### src/common/dcs_pkg.sv
// shared constants and types for the debug control and status block
package dcs_pkg;

    // control register layout
    localparam int CTRL_W = 6;
    localparam int CTRL_COMP_DIS = 5;
    localparam int CTRL_MON_MODE = 4;
    localparam int CTRL_RSVD = 3;
    localparam int CTRL_INT_DIS = 2;
    localparam int CTRL_FORCE_REQ = 1;
    localparam int CTRL_FORCE_ACK = 0;
    localparam logic [CTRL_W-1:0] CTRL_RESET = 6'h00;

    // status register layout
    localparam int STAT_W = 13;
    localparam int STAT_REQ_ENTRY = 12;
    localparam int STAT_TFLAG = 4;
    localparam int STAT_HTRANS = 3;
    localparam int STAT_PERMIT = 2;
    localparam int STAT_REQ = 1;
    localparam int STAT_ACK = 0;
    localparam logic STAT_FLAG_RESET = 1'b0;

    // scan chain: data field first (lsb first), then address, then read/write
    localparam int DATA_W = 32;
    localparam int ADDR_W = 5;
    localparam int CHAIN_W = DATA_W + ADDR_W + 1;
    localparam int CHAIN_RW = CHAIN_W - 1;
    localparam logic [ADDR_W-1:0] ADDR_CTRL = 5'h00;
    localparam logic [ADDR_W-1:0] ADDR_STAT = 5'h01;
    localparam logic [ADDR_W-1:0] ADDR_WP_FIRST = 5'h08;
    localparam logic [ADDR_W-1:0] ADDR_WP_LAST = 5'h15;
    localparam logic [ADDR_W-1:0] ADDR_RESET = 5'h00;

    // instruction register
    localparam int IR_W = 4;
    localparam logic [IR_W-1:0] IR_ACCESS = 4'h2;
    localparam logic [IR_W-1:0] IR_BYPASS = 4'hf;
    localparam logic [IR_W-1:0] IR_CAPTURE = 4'h1;

    // number of pins passed through the synchroniser
    localparam int PIN_SYNC_W = 4;

    typedef enum logic [3:0] {
        TAP_RESET,
        TAP_IDLE,
        TAP_SEL_DR,
        TAP_CAP_DR,
        TAP_SHIFT_DR,
        TAP_EXIT1_DR,
        TAP_PAUSE_DR,
        TAP_EXIT2_DR,
        TAP_UPD_DR,
        TAP_SEL_IR,
        TAP_CAP_IR,
        TAP_SHIFT_IR,
        TAP_EXIT1_IR,
        TAP_PAUSE_IR,
        TAP_EXIT2_IR,
        TAP_UPD_IR
    } dcs_tap_t;

    typedef struct packed {
        dcs_tap_t tap;
        logic [IR_W-1:0] irShift;
        logic [IR_W-1:0] ir;
        logic [CHAIN_W-1:0] dr;
        logic bypass;
        logic [ADDR_W-1:0] addr;
        logic [CTRL_W-1:0] ctrl;
        logic reqLatch;
        logic reqEntry;
        logic ackPrev;
        logic tckPrev;
        logic tdo;
        logic tdoEn;
        logic mergedReq;
        logic ackOut;
        logic permit;
        logic halt;
        logic abortReq;
    } dcs_state_t;

endpackage

### src/hdl/dcs_sync.sv
// two-flop synchroniser for a group of asynchronous pins
`timescale 1ns/1ns

module dcs_sync #(
    parameter int WIDTH = 1
) (
    input wire logic clk_sys,
    input wire logic rst,
    input wire logic [WIDTH-1:0] asyncIn,
    output logic [WIDTH-1:0] syncOut
);

    typedef struct packed {
        logic [WIDTH-1:0] stage1;
        logic [WIDTH-1:0] stage2;
    } dcs_sync_state_t;

    dcs_sync_state_t s;
    dcs_sync_state_t next_s;

    // stage1 feeds stage2 only; nothing else may look at it
    always_comb begin
        next_s = s;
        next_s.stage1 = asyncIn;
        next_s.stage2 = s.stage1;
    end

    always_ff @(posedge clk_sys) begin
        if (rst) begin
            s <= '0;
        end else begin
            s <= next_s;
        end
    end

    assign syncOut = s.stage2;

endmodule

### src/hdl/dcs_debug_regs.sv
// debug control and status registers behind a scan port
`timescale 1ns/1ns

// What this block does
// - control register holds comparator disable, monitor select, reserved, int disable, forces.
// - writes and reads of any watchpoint register also reach the control register.
// - control bit 5 suppresses comparator outputs; readable and writable over the scan port.
// - a hit halts into debug when bit 4 clear, aborts when bit 4 set.
// - control bit 2 set forces the interrupt permit output low.
// - interrupt permit is high only when debug acknowledge and interrupt disable are low.
// - latched forced request ORed with external request drives core and output pin.
// - forced request latch only follows control bit 1 in Run-Test/Idle.
// - debug acknowledge output is core acknowledge ORed with control bit 0.
// - status register is thirteen bits; bits 12, 4, 3, 2, 1, 0 defined.
// - status access writes when read/write bit set, reads when clear.
// - status bit 12 flags debug entry caused by the debug request.
// - status bit 4 returns the compressed instruction state flag.
// - status bit 3 returns the current level of HTRANS[1].
// - status bit 2 returns the current interrupt permit level.
// - status bits 1 and 0 return the merged debug request and the debug acknowledge output.
module dcs_debug_regs (
    input wire logic clk_sys,
    input wire logic rst,
    input wire logic tck,
    input wire logic tms,
    input wire logic tdi,
    output logic tdo,
    output logic tdoEn,
    input wire logic debugRequest,
    input wire logic coreInternalDebugAck,
    input wire logic compressedStateFlag,
    input wire logic htrans1,
    input wire logic wpMatch,
    output logic mergedDebugRequestOut,
    output logic debugAcknowledge,
    output logic coreInterruptPermit,
    output logic breakHalt,
    output logic breakAbort
);

    dcs_pkg::dcs_state_t s;
    dcs_pkg::dcs_state_t next_s;

    logic [dcs_pkg::PIN_SYNC_W-1:0] pinSync;
    logic tckSync;
    logic tmsSync;
    logic tdiSync;
    logic reqSync;

    // tck, tms, tdi and the external request are all foreign to clk_sys
    dcs_sync #(
        .WIDTH(dcs_pkg::PIN_SYNC_W)
    ) u_pin_sync (
        .clk_sys(clk_sys),
        .rst(rst),
        .asyncIn({debugRequest, tdi, tms, tck}),
        .syncOut(pinSync)
    );

    assign tckSync = pinSync[0];
    assign tmsSync = pinSync[1];
    assign tdiSync = pinSync[2];
    assign reqSync = pinSync[3];

    function automatic dcs_pkg::dcs_tap_t tapNext(input dcs_pkg::dcs_tap_t cur, input logic m);
        dcs_pkg::dcs_tap_t nxt;
        nxt = cur;
        case (cur)
            dcs_pkg::TAP_RESET: begin
                nxt = m ? dcs_pkg::TAP_RESET : dcs_pkg::TAP_IDLE;
            end
            dcs_pkg::TAP_IDLE: begin
                nxt = m ? dcs_pkg::TAP_SEL_DR : dcs_pkg::TAP_IDLE;
            end
            dcs_pkg::TAP_SEL_DR: begin
                nxt = m ? dcs_pkg::TAP_SEL_IR : dcs_pkg::TAP_CAP_DR;
            end
            dcs_pkg::TAP_CAP_DR: begin
                nxt = m ? dcs_pkg::TAP_EXIT1_DR : dcs_pkg::TAP_SHIFT_DR;
            end
            dcs_pkg::TAP_SHIFT_DR: begin
                nxt = m ? dcs_pkg::TAP_EXIT1_DR : dcs_pkg::TAP_SHIFT_DR;
            end
            dcs_pkg::TAP_EXIT1_DR: begin
                nxt = m ? dcs_pkg::TAP_UPD_DR : dcs_pkg::TAP_PAUSE_DR;
            end
            dcs_pkg::TAP_PAUSE_DR: begin
                nxt = m ? dcs_pkg::TAP_EXIT2_DR : dcs_pkg::TAP_PAUSE_DR;
            end
            dcs_pkg::TAP_EXIT2_DR: begin
                nxt = m ? dcs_pkg::TAP_UPD_DR : dcs_pkg::TAP_SHIFT_DR;
            end
            dcs_pkg::TAP_UPD_DR: begin
                nxt = m ? dcs_pkg::TAP_SEL_DR : dcs_pkg::TAP_IDLE;
            end
            dcs_pkg::TAP_SEL_IR: begin
                nxt = m ? dcs_pkg::TAP_RESET : dcs_pkg::TAP_CAP_IR;
            end
            dcs_pkg::TAP_CAP_IR: begin
                nxt = m ? dcs_pkg::TAP_EXIT1_IR : dcs_pkg::TAP_SHIFT_IR;
            end
            dcs_pkg::TAP_SHIFT_IR: begin
                nxt = m ? dcs_pkg::TAP_EXIT1_IR : dcs_pkg::TAP_SHIFT_IR;
            end
            dcs_pkg::TAP_EXIT1_IR: begin
                nxt = m ? dcs_pkg::TAP_UPD_IR : dcs_pkg::TAP_PAUSE_IR;
            end
            dcs_pkg::TAP_PAUSE_IR: begin
                nxt = m ? dcs_pkg::TAP_EXIT2_IR : dcs_pkg::TAP_PAUSE_IR;
            end
            dcs_pkg::TAP_EXIT2_IR: begin
                nxt = m ? dcs_pkg::TAP_UPD_IR : dcs_pkg::TAP_SHIFT_IR;
            end
            dcs_pkg::TAP_UPD_IR: begin
                nxt = m ? dcs_pkg::TAP_SEL_DR : dcs_pkg::TAP_IDLE;
            end
            default: begin
                nxt = dcs_pkg::TAP_RESET;
            end
        endcase
        return nxt;
    endfunction

    // true for the control register itself and for every watchpoint register
    function automatic logic hitsControl(input logic [dcs_pkg::ADDR_W-1:0] a);
        logic hit;
        hit = 1'b0;
        if (a == dcs_pkg::ADDR_CTRL) begin
            hit = 1'b1;
        end else if (a >= dcs_pkg::ADDR_WP_FIRST && a <= dcs_pkg::ADDR_WP_LAST) begin
            hit = 1'b1;
        end
        return hit;
    endfunction

    logic tckRise;
    logic tckFall;
    logic accessSel;
    logic [dcs_pkg::STAT_W-1:0] statusWord;
    logic [dcs_pkg::CTRL_W-1:0] ctrlRead;
    logic [dcs_pkg::DATA_W-1:0] captureData;
    logic [dcs_pkg::ADDR_W-1:0] updAddr;
    logic [dcs_pkg::DATA_W-1:0] updData;
    logic ackRise;
    logic compareLive;

    always_comb begin
        tckRise = tckSync & ~s.tckPrev;
        tckFall = ~tckSync & s.tckPrev;
        accessSel = (s.ir == dcs_pkg::IR_ACCESS);
        updAddr = s.dr[dcs_pkg::CHAIN_RW-1 -: dcs_pkg::ADDR_W];
        updData = s.dr[dcs_pkg::DATA_W-1:0];

        ctrlRead = s.ctrl;
        ctrlRead[dcs_pkg::CTRL_RSVD] = 1'b0;

        statusWord = '0;
        statusWord[dcs_pkg::STAT_REQ_ENTRY] = s.reqEntry;
        statusWord[dcs_pkg::STAT_TFLAG] = compressedStateFlag;
        statusWord[dcs_pkg::STAT_HTRANS] = htrans1;
        statusWord[dcs_pkg::STAT_PERMIT] = s.permit;
        statusWord[dcs_pkg::STAT_REQ] = s.mergedReq;
        statusWord[dcs_pkg::STAT_ACK] = s.ackOut;

        captureData = '0;
        if (hitsControl(s.addr)) begin
            captureData[dcs_pkg::CTRL_W-1:0] = ctrlRead;
        end else if (s.addr == dcs_pkg::ADDR_STAT) begin
            captureData[dcs_pkg::STAT_W-1:0] = statusWord;
        end

        ackRise = coreInternalDebugAck & ~s.ackPrev;
        compareLive = wpMatch & ~s.ctrl[dcs_pkg::CTRL_COMP_DIS];
    end

    always_comb begin
        next_s = s;
        next_s.tckPrev = tckSync;
        next_s.ackPrev = coreInternalDebugAck;

        if (tckRise) begin
            next_s.tap = tapNext(s.tap, tmsSync);
            case (s.tap)
                dcs_pkg::TAP_RESET: begin
                    next_s.ir = dcs_pkg::IR_BYPASS;
                end
                dcs_pkg::TAP_CAP_DR: begin
                    // the read comes from the address named by the previous update
                    next_s.dr = {1'b0, s.addr, captureData};
                    next_s.bypass = 1'b0;
                end
                dcs_pkg::TAP_SHIFT_DR: begin
                    if (accessSel) begin
                        next_s.dr = {tdiSync, s.dr[dcs_pkg::CHAIN_W-1:1]};
                    end else begin
                        next_s.bypass = tdiSync;
                    end
                end
                dcs_pkg::TAP_UPD_DR: begin
                    if (accessSel) begin
                        next_s.addr = updAddr;
                        if (s.dr[dcs_pkg::CHAIN_RW] && hitsControl(updAddr)) begin
                            next_s.ctrl = updData[dcs_pkg::CTRL_W-1:0];
                            next_s.ctrl[dcs_pkg::CTRL_RSVD] = 1'b0;
                        end else if (s.dr[dcs_pkg::CHAIN_RW] && updAddr == dcs_pkg::ADDR_STAT) begin
                            next_s.reqEntry = updData[dcs_pkg::STAT_REQ_ENTRY];
                        end
                    end
                end
                dcs_pkg::TAP_CAP_IR: begin
                    next_s.irShift = dcs_pkg::IR_CAPTURE;
                end
                dcs_pkg::TAP_SHIFT_IR: begin
                    next_s.irShift = {tdiSync, s.irShift[dcs_pkg::IR_W-1:1]};
                end
                dcs_pkg::TAP_UPD_IR: begin
                    next_s.ir = s.irShift;
                end
                default: begin
                    next_s.ir = s.ir;
                end
            endcase
        end

        // tdo moves on the falling edge so the debugger samples it stable
        if (tckFall) begin
            if (s.tap == dcs_pkg::TAP_SHIFT_IR) begin
                next_s.tdo = s.irShift[0];
                next_s.tdoEn = 1'b1;
            end else if (s.tap == dcs_pkg::TAP_SHIFT_DR) begin
                next_s.tdo = accessSel ? s.dr[0] : s.bypass;
                next_s.tdoEn = 1'b1;
            end else begin
                next_s.tdo = 1'b0;
                next_s.tdoEn = 1'b0;
            end
        end

        // the latch holds while the debugger arms several cores, then releases all at once
        if (s.tap == dcs_pkg::TAP_IDLE) begin
            next_s.reqLatch = s.ctrl[dcs_pkg::CTRL_FORCE_REQ];
        end

        next_s.mergedReq = s.reqLatch | reqSync;
        next_s.ackOut = coreInternalDebugAck | s.ctrl[dcs_pkg::CTRL_FORCE_ACK];
        next_s.permit = ~(next_s.ackOut | s.ctrl[dcs_pkg::CTRL_INT_DIS]);

        next_s.halt = compareLive & ~s.ctrl[dcs_pkg::CTRL_MON_MODE];
        next_s.abortReq = compareLive & s.ctrl[dcs_pkg::CTRL_MON_MODE];

        // hardware set wins over a debugger write in the same cycle
        if (ackRise && s.mergedReq) begin
            next_s.reqEntry = 1'b1;
        end
    end

    always_ff @(posedge clk_sys) begin
        if (rst) begin
            s.tap <= dcs_pkg::TAP_RESET;
            s.irShift <= '0;
            s.ir <= dcs_pkg::IR_BYPASS;
            s.dr <= '0;
            s.bypass <= 1'b0;
            s.addr <= dcs_pkg::ADDR_RESET;
            s.ctrl <= dcs_pkg::CTRL_RESET;
            s.reqLatch <= 1'b0;
            s.reqEntry <= dcs_pkg::STAT_FLAG_RESET;
            s.ackPrev <= 1'b0;
            s.tckPrev <= 1'b0;
            s.tdo <= 1'b0;
            s.tdoEn <= 1'b0;
            s.mergedReq <= 1'b0;
            s.ackOut <= 1'b0;
            s.permit <= 1'b1;
            s.halt <= 1'b0;
            s.abortReq <= 1'b0;
        end else begin
            s <= next_s;
        end
    end

    assign tdo = s.tdo;
    assign tdoEn = s.tdoEn;
    assign mergedDebugRequestOut = s.mergedReq;
    assign debugAcknowledge = s.ackOut;
    assign coreInterruptPermit = s.permit;
    assign breakHalt = s.halt;
    assign breakAbort = s.abortReq;

endmodule

### config.mk
export PLATFORM = sky130hd
export DESIGN_NAME = dcs_debug_regs
export DESIGN_NICKNAME = d
export VERILOG_FILES = /design/src/common/dcs_pkg.sv /design/src/hdl/dcs_sync.sv /design/src/hdl/dcs_debug_regs.sv
export SDC_FILE = /design/constraint.sdc
export NUM_CORES = 1
export LEC_CHECK = 0
export BUFFER_PORTS_ARGS = -buffer_cell sky130_fd_sc_hd__buf_2
export CAP_MARGIN = 20
export CORE_MARGIN = 5
export CORE_UTILIZATION = 40
export DETAILED_ROUTE_END_ITERATION = 8
export GPL_TIMING_DRIVEN = 0
export PLACE_DENSITY_LB_ADDON = 0.3
export SLEW_MARGIN = 15
export SYNTH_ARGS = -nofsm -noshare
export SYNTH_HDL_FRONTEND = slang
export SYNTH_SLANG_ARGS = --single-unit
export TNS_END_PERCENT = 30
### constraint.sdc
create_clock -name clk_sys -period 2.26 [get_ports clk_sys]
set_input_delay 0.339 -clock clk_sys [delete_from_list [all_inputs] [get_ports clk_sys]]
set_output_delay 0.339 -clock clk_sys [all_outputs]
set_load 0.01 [all_outputs]
==> results.toml <==
[outcome]
outcome = "finished clean"

[finish]
layout-drive-gt1-share_pct = 12.44
final_nets = 407
area_growth_pct = 13.12
num_antenna_cells = 0
fillers = 841

[die]
num_io_pins = 17
initial_core_util_pct = 41.24
rows = 33
die-area_mm2 = 0.01046
chipHeight_um = 102.3
core_area_mm2 = 0.008258
die_x_um = 102.3

[power_and_ir_drop]
pwr-share-comb_pct = 3.6
finalPower_mw = 2.698
p_clk_share_pct = 43.4
netSwitchingFraction_pct = 22.61
peakVddDrop_mv = 0.3748
seqPwrFrac_pct = 53.0
power.switching_mw = 0.6100
powerDensity_mw_per_mm2 = 700.2
p_int_mw = 2.088
p_leak_nw = 1.365

[synth]
yosysSeqAreaShare_pct = 47.02
synth.most_common_cell = "dfxtp_1"
synth_flop_cell = "dfxtp_1"
syn_avg_cell_area_um2 = 9.255
yosys.area_share.xor_xnor_pct = 0.2572
ys_ff_latch = 80
synth_commonest_cells = "dfxtp_1 (80), nand2b_1 (33), nor2_1 (26)"
synth_area_mm2 = 0.003406
yosys_warnings = 0
synthSimpleGateAreaFrac_pct = 22.34
synthMuxAreaShare_pct = 4.886
syn_inst = 368
synth-compound-area-share_pct = 20.98
synth_edf_count = 0
async_reset_ff_share_pct = 0
synth_area_leaders = "dfxtp_1 (47%), nand2b_1 (6.1%), nor2b_1 (3.9%)"
yosysTopAreaCellShare_pct = 47.02
synth_top_area_cell = "dfxtp_1"
syn_nets = 378
synth_top_family_by_area = "simple AND/OR/NAND/NOR gates"
synthAdderAreaFrac_pct = 0
yosysUniqueCellTypes = 54

[setup_path]
cpMaxStageDelayCell = "dfxtp_1"
required_ns = 2.48
crit_top_cell = "buf_2"
startpoint_type = "register"
r2r_slack_ns = 0.27
crit_arrival_ns = 2.21
path_max_fanout = 10
critPathMaxStageDelay_ns = 0.45
cp-end-kind = "register"
critPathKind = "register to register"
crit_chain = "buf_2 -> and3b_1 -> a31oi_2 -> nor2_1 -> buf_2 -> o22ai_1"

[place]
io_buffers = 16
hpwl_um = 5603
place_congestion = 0.8613

[clock_network]
post-cts-setup-buffers = 0
clock-root-buffer = "clkbuf_8"
clock_sinks = 80
holdBufCountCts = 0
cts_buffer_depth = 2
cts_tree = "done"
cts_made_buffers = 9
clk_pin_slew_ns = 0.08
postCtsResizedCells = 0
htree_levels = 3
clkLatencyLatePin_ns = 0.35

[global_route]
gr-usage-all-layers_pct = 16.12
grt_busiest_layer = "met2"
use_met1_pct = 22.11
overflow = 0
grt_util_met2_pct = 25.04
antenna_found_initial = 0
gr-usage-met3_pct = 3.208
grt_pass1_vias = 2729
grt_pass1_wl_um = 13320
grt_start_max_net_pins = 15

[timing]
drv_slew = 0
min_period_ns = 1.986
grt_setup_unrepaired = "false"
totalNegativeSetupSlack_ns = 0
maxSlewHeadroom_pct = 53.19
worst_slew_pin_slew_ns = 0.6948
fin_skew_ns = 0.006569
setup_viol = 0
fin_crit_sh_pct = 87.85
hold_viol = 0
maxClockFrequency_mhz = 503.7

[detailed_routing]
vias = 2823
post_drt_via_cell_ratio = 5.568
wl_um = 7889
drc = 0
first_pass_iters = 4
drtIter0Drc = 233
wl_per_cell_um = 15.56
ant_nets = 0

[job]
cap_viol_max_count = 0

[min_path]
hold_class = "input pin to register"
-- logic make-up (layout without fill, tap and decap cells) --
kind of cell           Yosys count  after routing
AND/OR/NAND/NOR                126            126
buffers and inverters           38             72
AO/OA/AOI/OAI                  107            107
XOR/XNOR                         1              1
flip-flops                      80             80
multiplexers                    16             16
-- metal layers --
layer | routed length (um) | part of all wire [%] | vias up
met5 | 0 | 0 | -
met1 | 3887 | 49 | 1329
met3 | 374 | 4.7 | 12
met2 | 3494 | 44 | 72
li1 | - | - | 1410
met4 | 133 | 1.7 | 0
-- registers in the layout, summed over array words and instances, names as in the netlist --
register	count
breakAbort	1
breakHalt	1
coreInterruptPermit	1
ctrlRead	5
debugAcknowledge	1
mergedDebugRequestOut	1
s	60
tdo	1
tdoEn	1
u_pin_sync.next_s	4
u_pin_sync.syncOut	4
-- area by class of cell --
class                   count  area (um^2)  share of cell area [%]
multi-input cells         250         1650                   42.84
flip-flops and latches     80         1602                   41.57
well taps                 105        131.4                   3.410
clock buffers              10        127.6                   3.313
plain buffers              27        112.6                   2.923
repair buffers             18        95.09                   2.468
clock inverters             6        92.59                   2.403
inverters                  11        41.29                   1.072
-- path summary, 6_finish.rpt --
path,from,cells past startpoint,endpoint
min reg2reg,u_pin_sync.next_s[1],1,u_pin_sync.syncOut[1]
max,s[70],6,s[40]
max reg2reg,s[70],6,s[40]
min,tms,2,u_pin_sync.next_s[1]
-- worst max-delay path, delay by kind of cell (launching register included) --
kind            cells  cell delay [ns]
compound gates      2             0.22
buf+inv             2             0.57
flops               1             0.45
simple gates        2             0.61
-- layout by cell type (no fill, tap or decap), drive strengths merged, types with 5 or more instances in the layout --
cell and count:
o22ai 20, nor2b 21, a211oi 8, nor3 5
clkbuf 25, a31oi 7, dfxtp 80, a21oi 21
nand2b 33, nand2 9, mux2i 11, mux2 5
o21ai 16, nand4 5, nor2 26, buf 30
o32ai 6, inv 12, nor4b 5
-- power by group through the flow --
stage | registers (mW) | clock network [mW] | logic [mW]
5_1_grt | 1.43 | 1.25 | 0.108
4_1_cts | 1.43 | 1.19 | 0.0977
6_report | 1.43 | 1.17 | 0.0974
3_3_place_gp | 1.46 | 0 | 0.0969
3_5_place_dp | 1.46 | 0 | 0.0971
2_1_floorplan | 1.46 | 0 | 0.0609
-- per-stage QoR --
stage | utilization (%) | setup slack, ns | hold WS [ns] | area (um^2) | cells
floorplan | - | 0.6116 | 0.4114 | 3406 | 368
global placement | 43.80 | 0.2134 | 0.4159 | 3617 | 489
detailed placement | 43.80 | 0.1739 | 0.4319 | 3617 | 489
CTS | 46.47 | 0.1550 | 0.1902 | 3837 | 505
global route | 46.65 | 0.07896 | 0.2088 | 3852 | 507
finish | 46.65 | 0.2745 | 0.1995 | 3852 | 507
No activity file was read; power rests on OpenSTA's default activity.
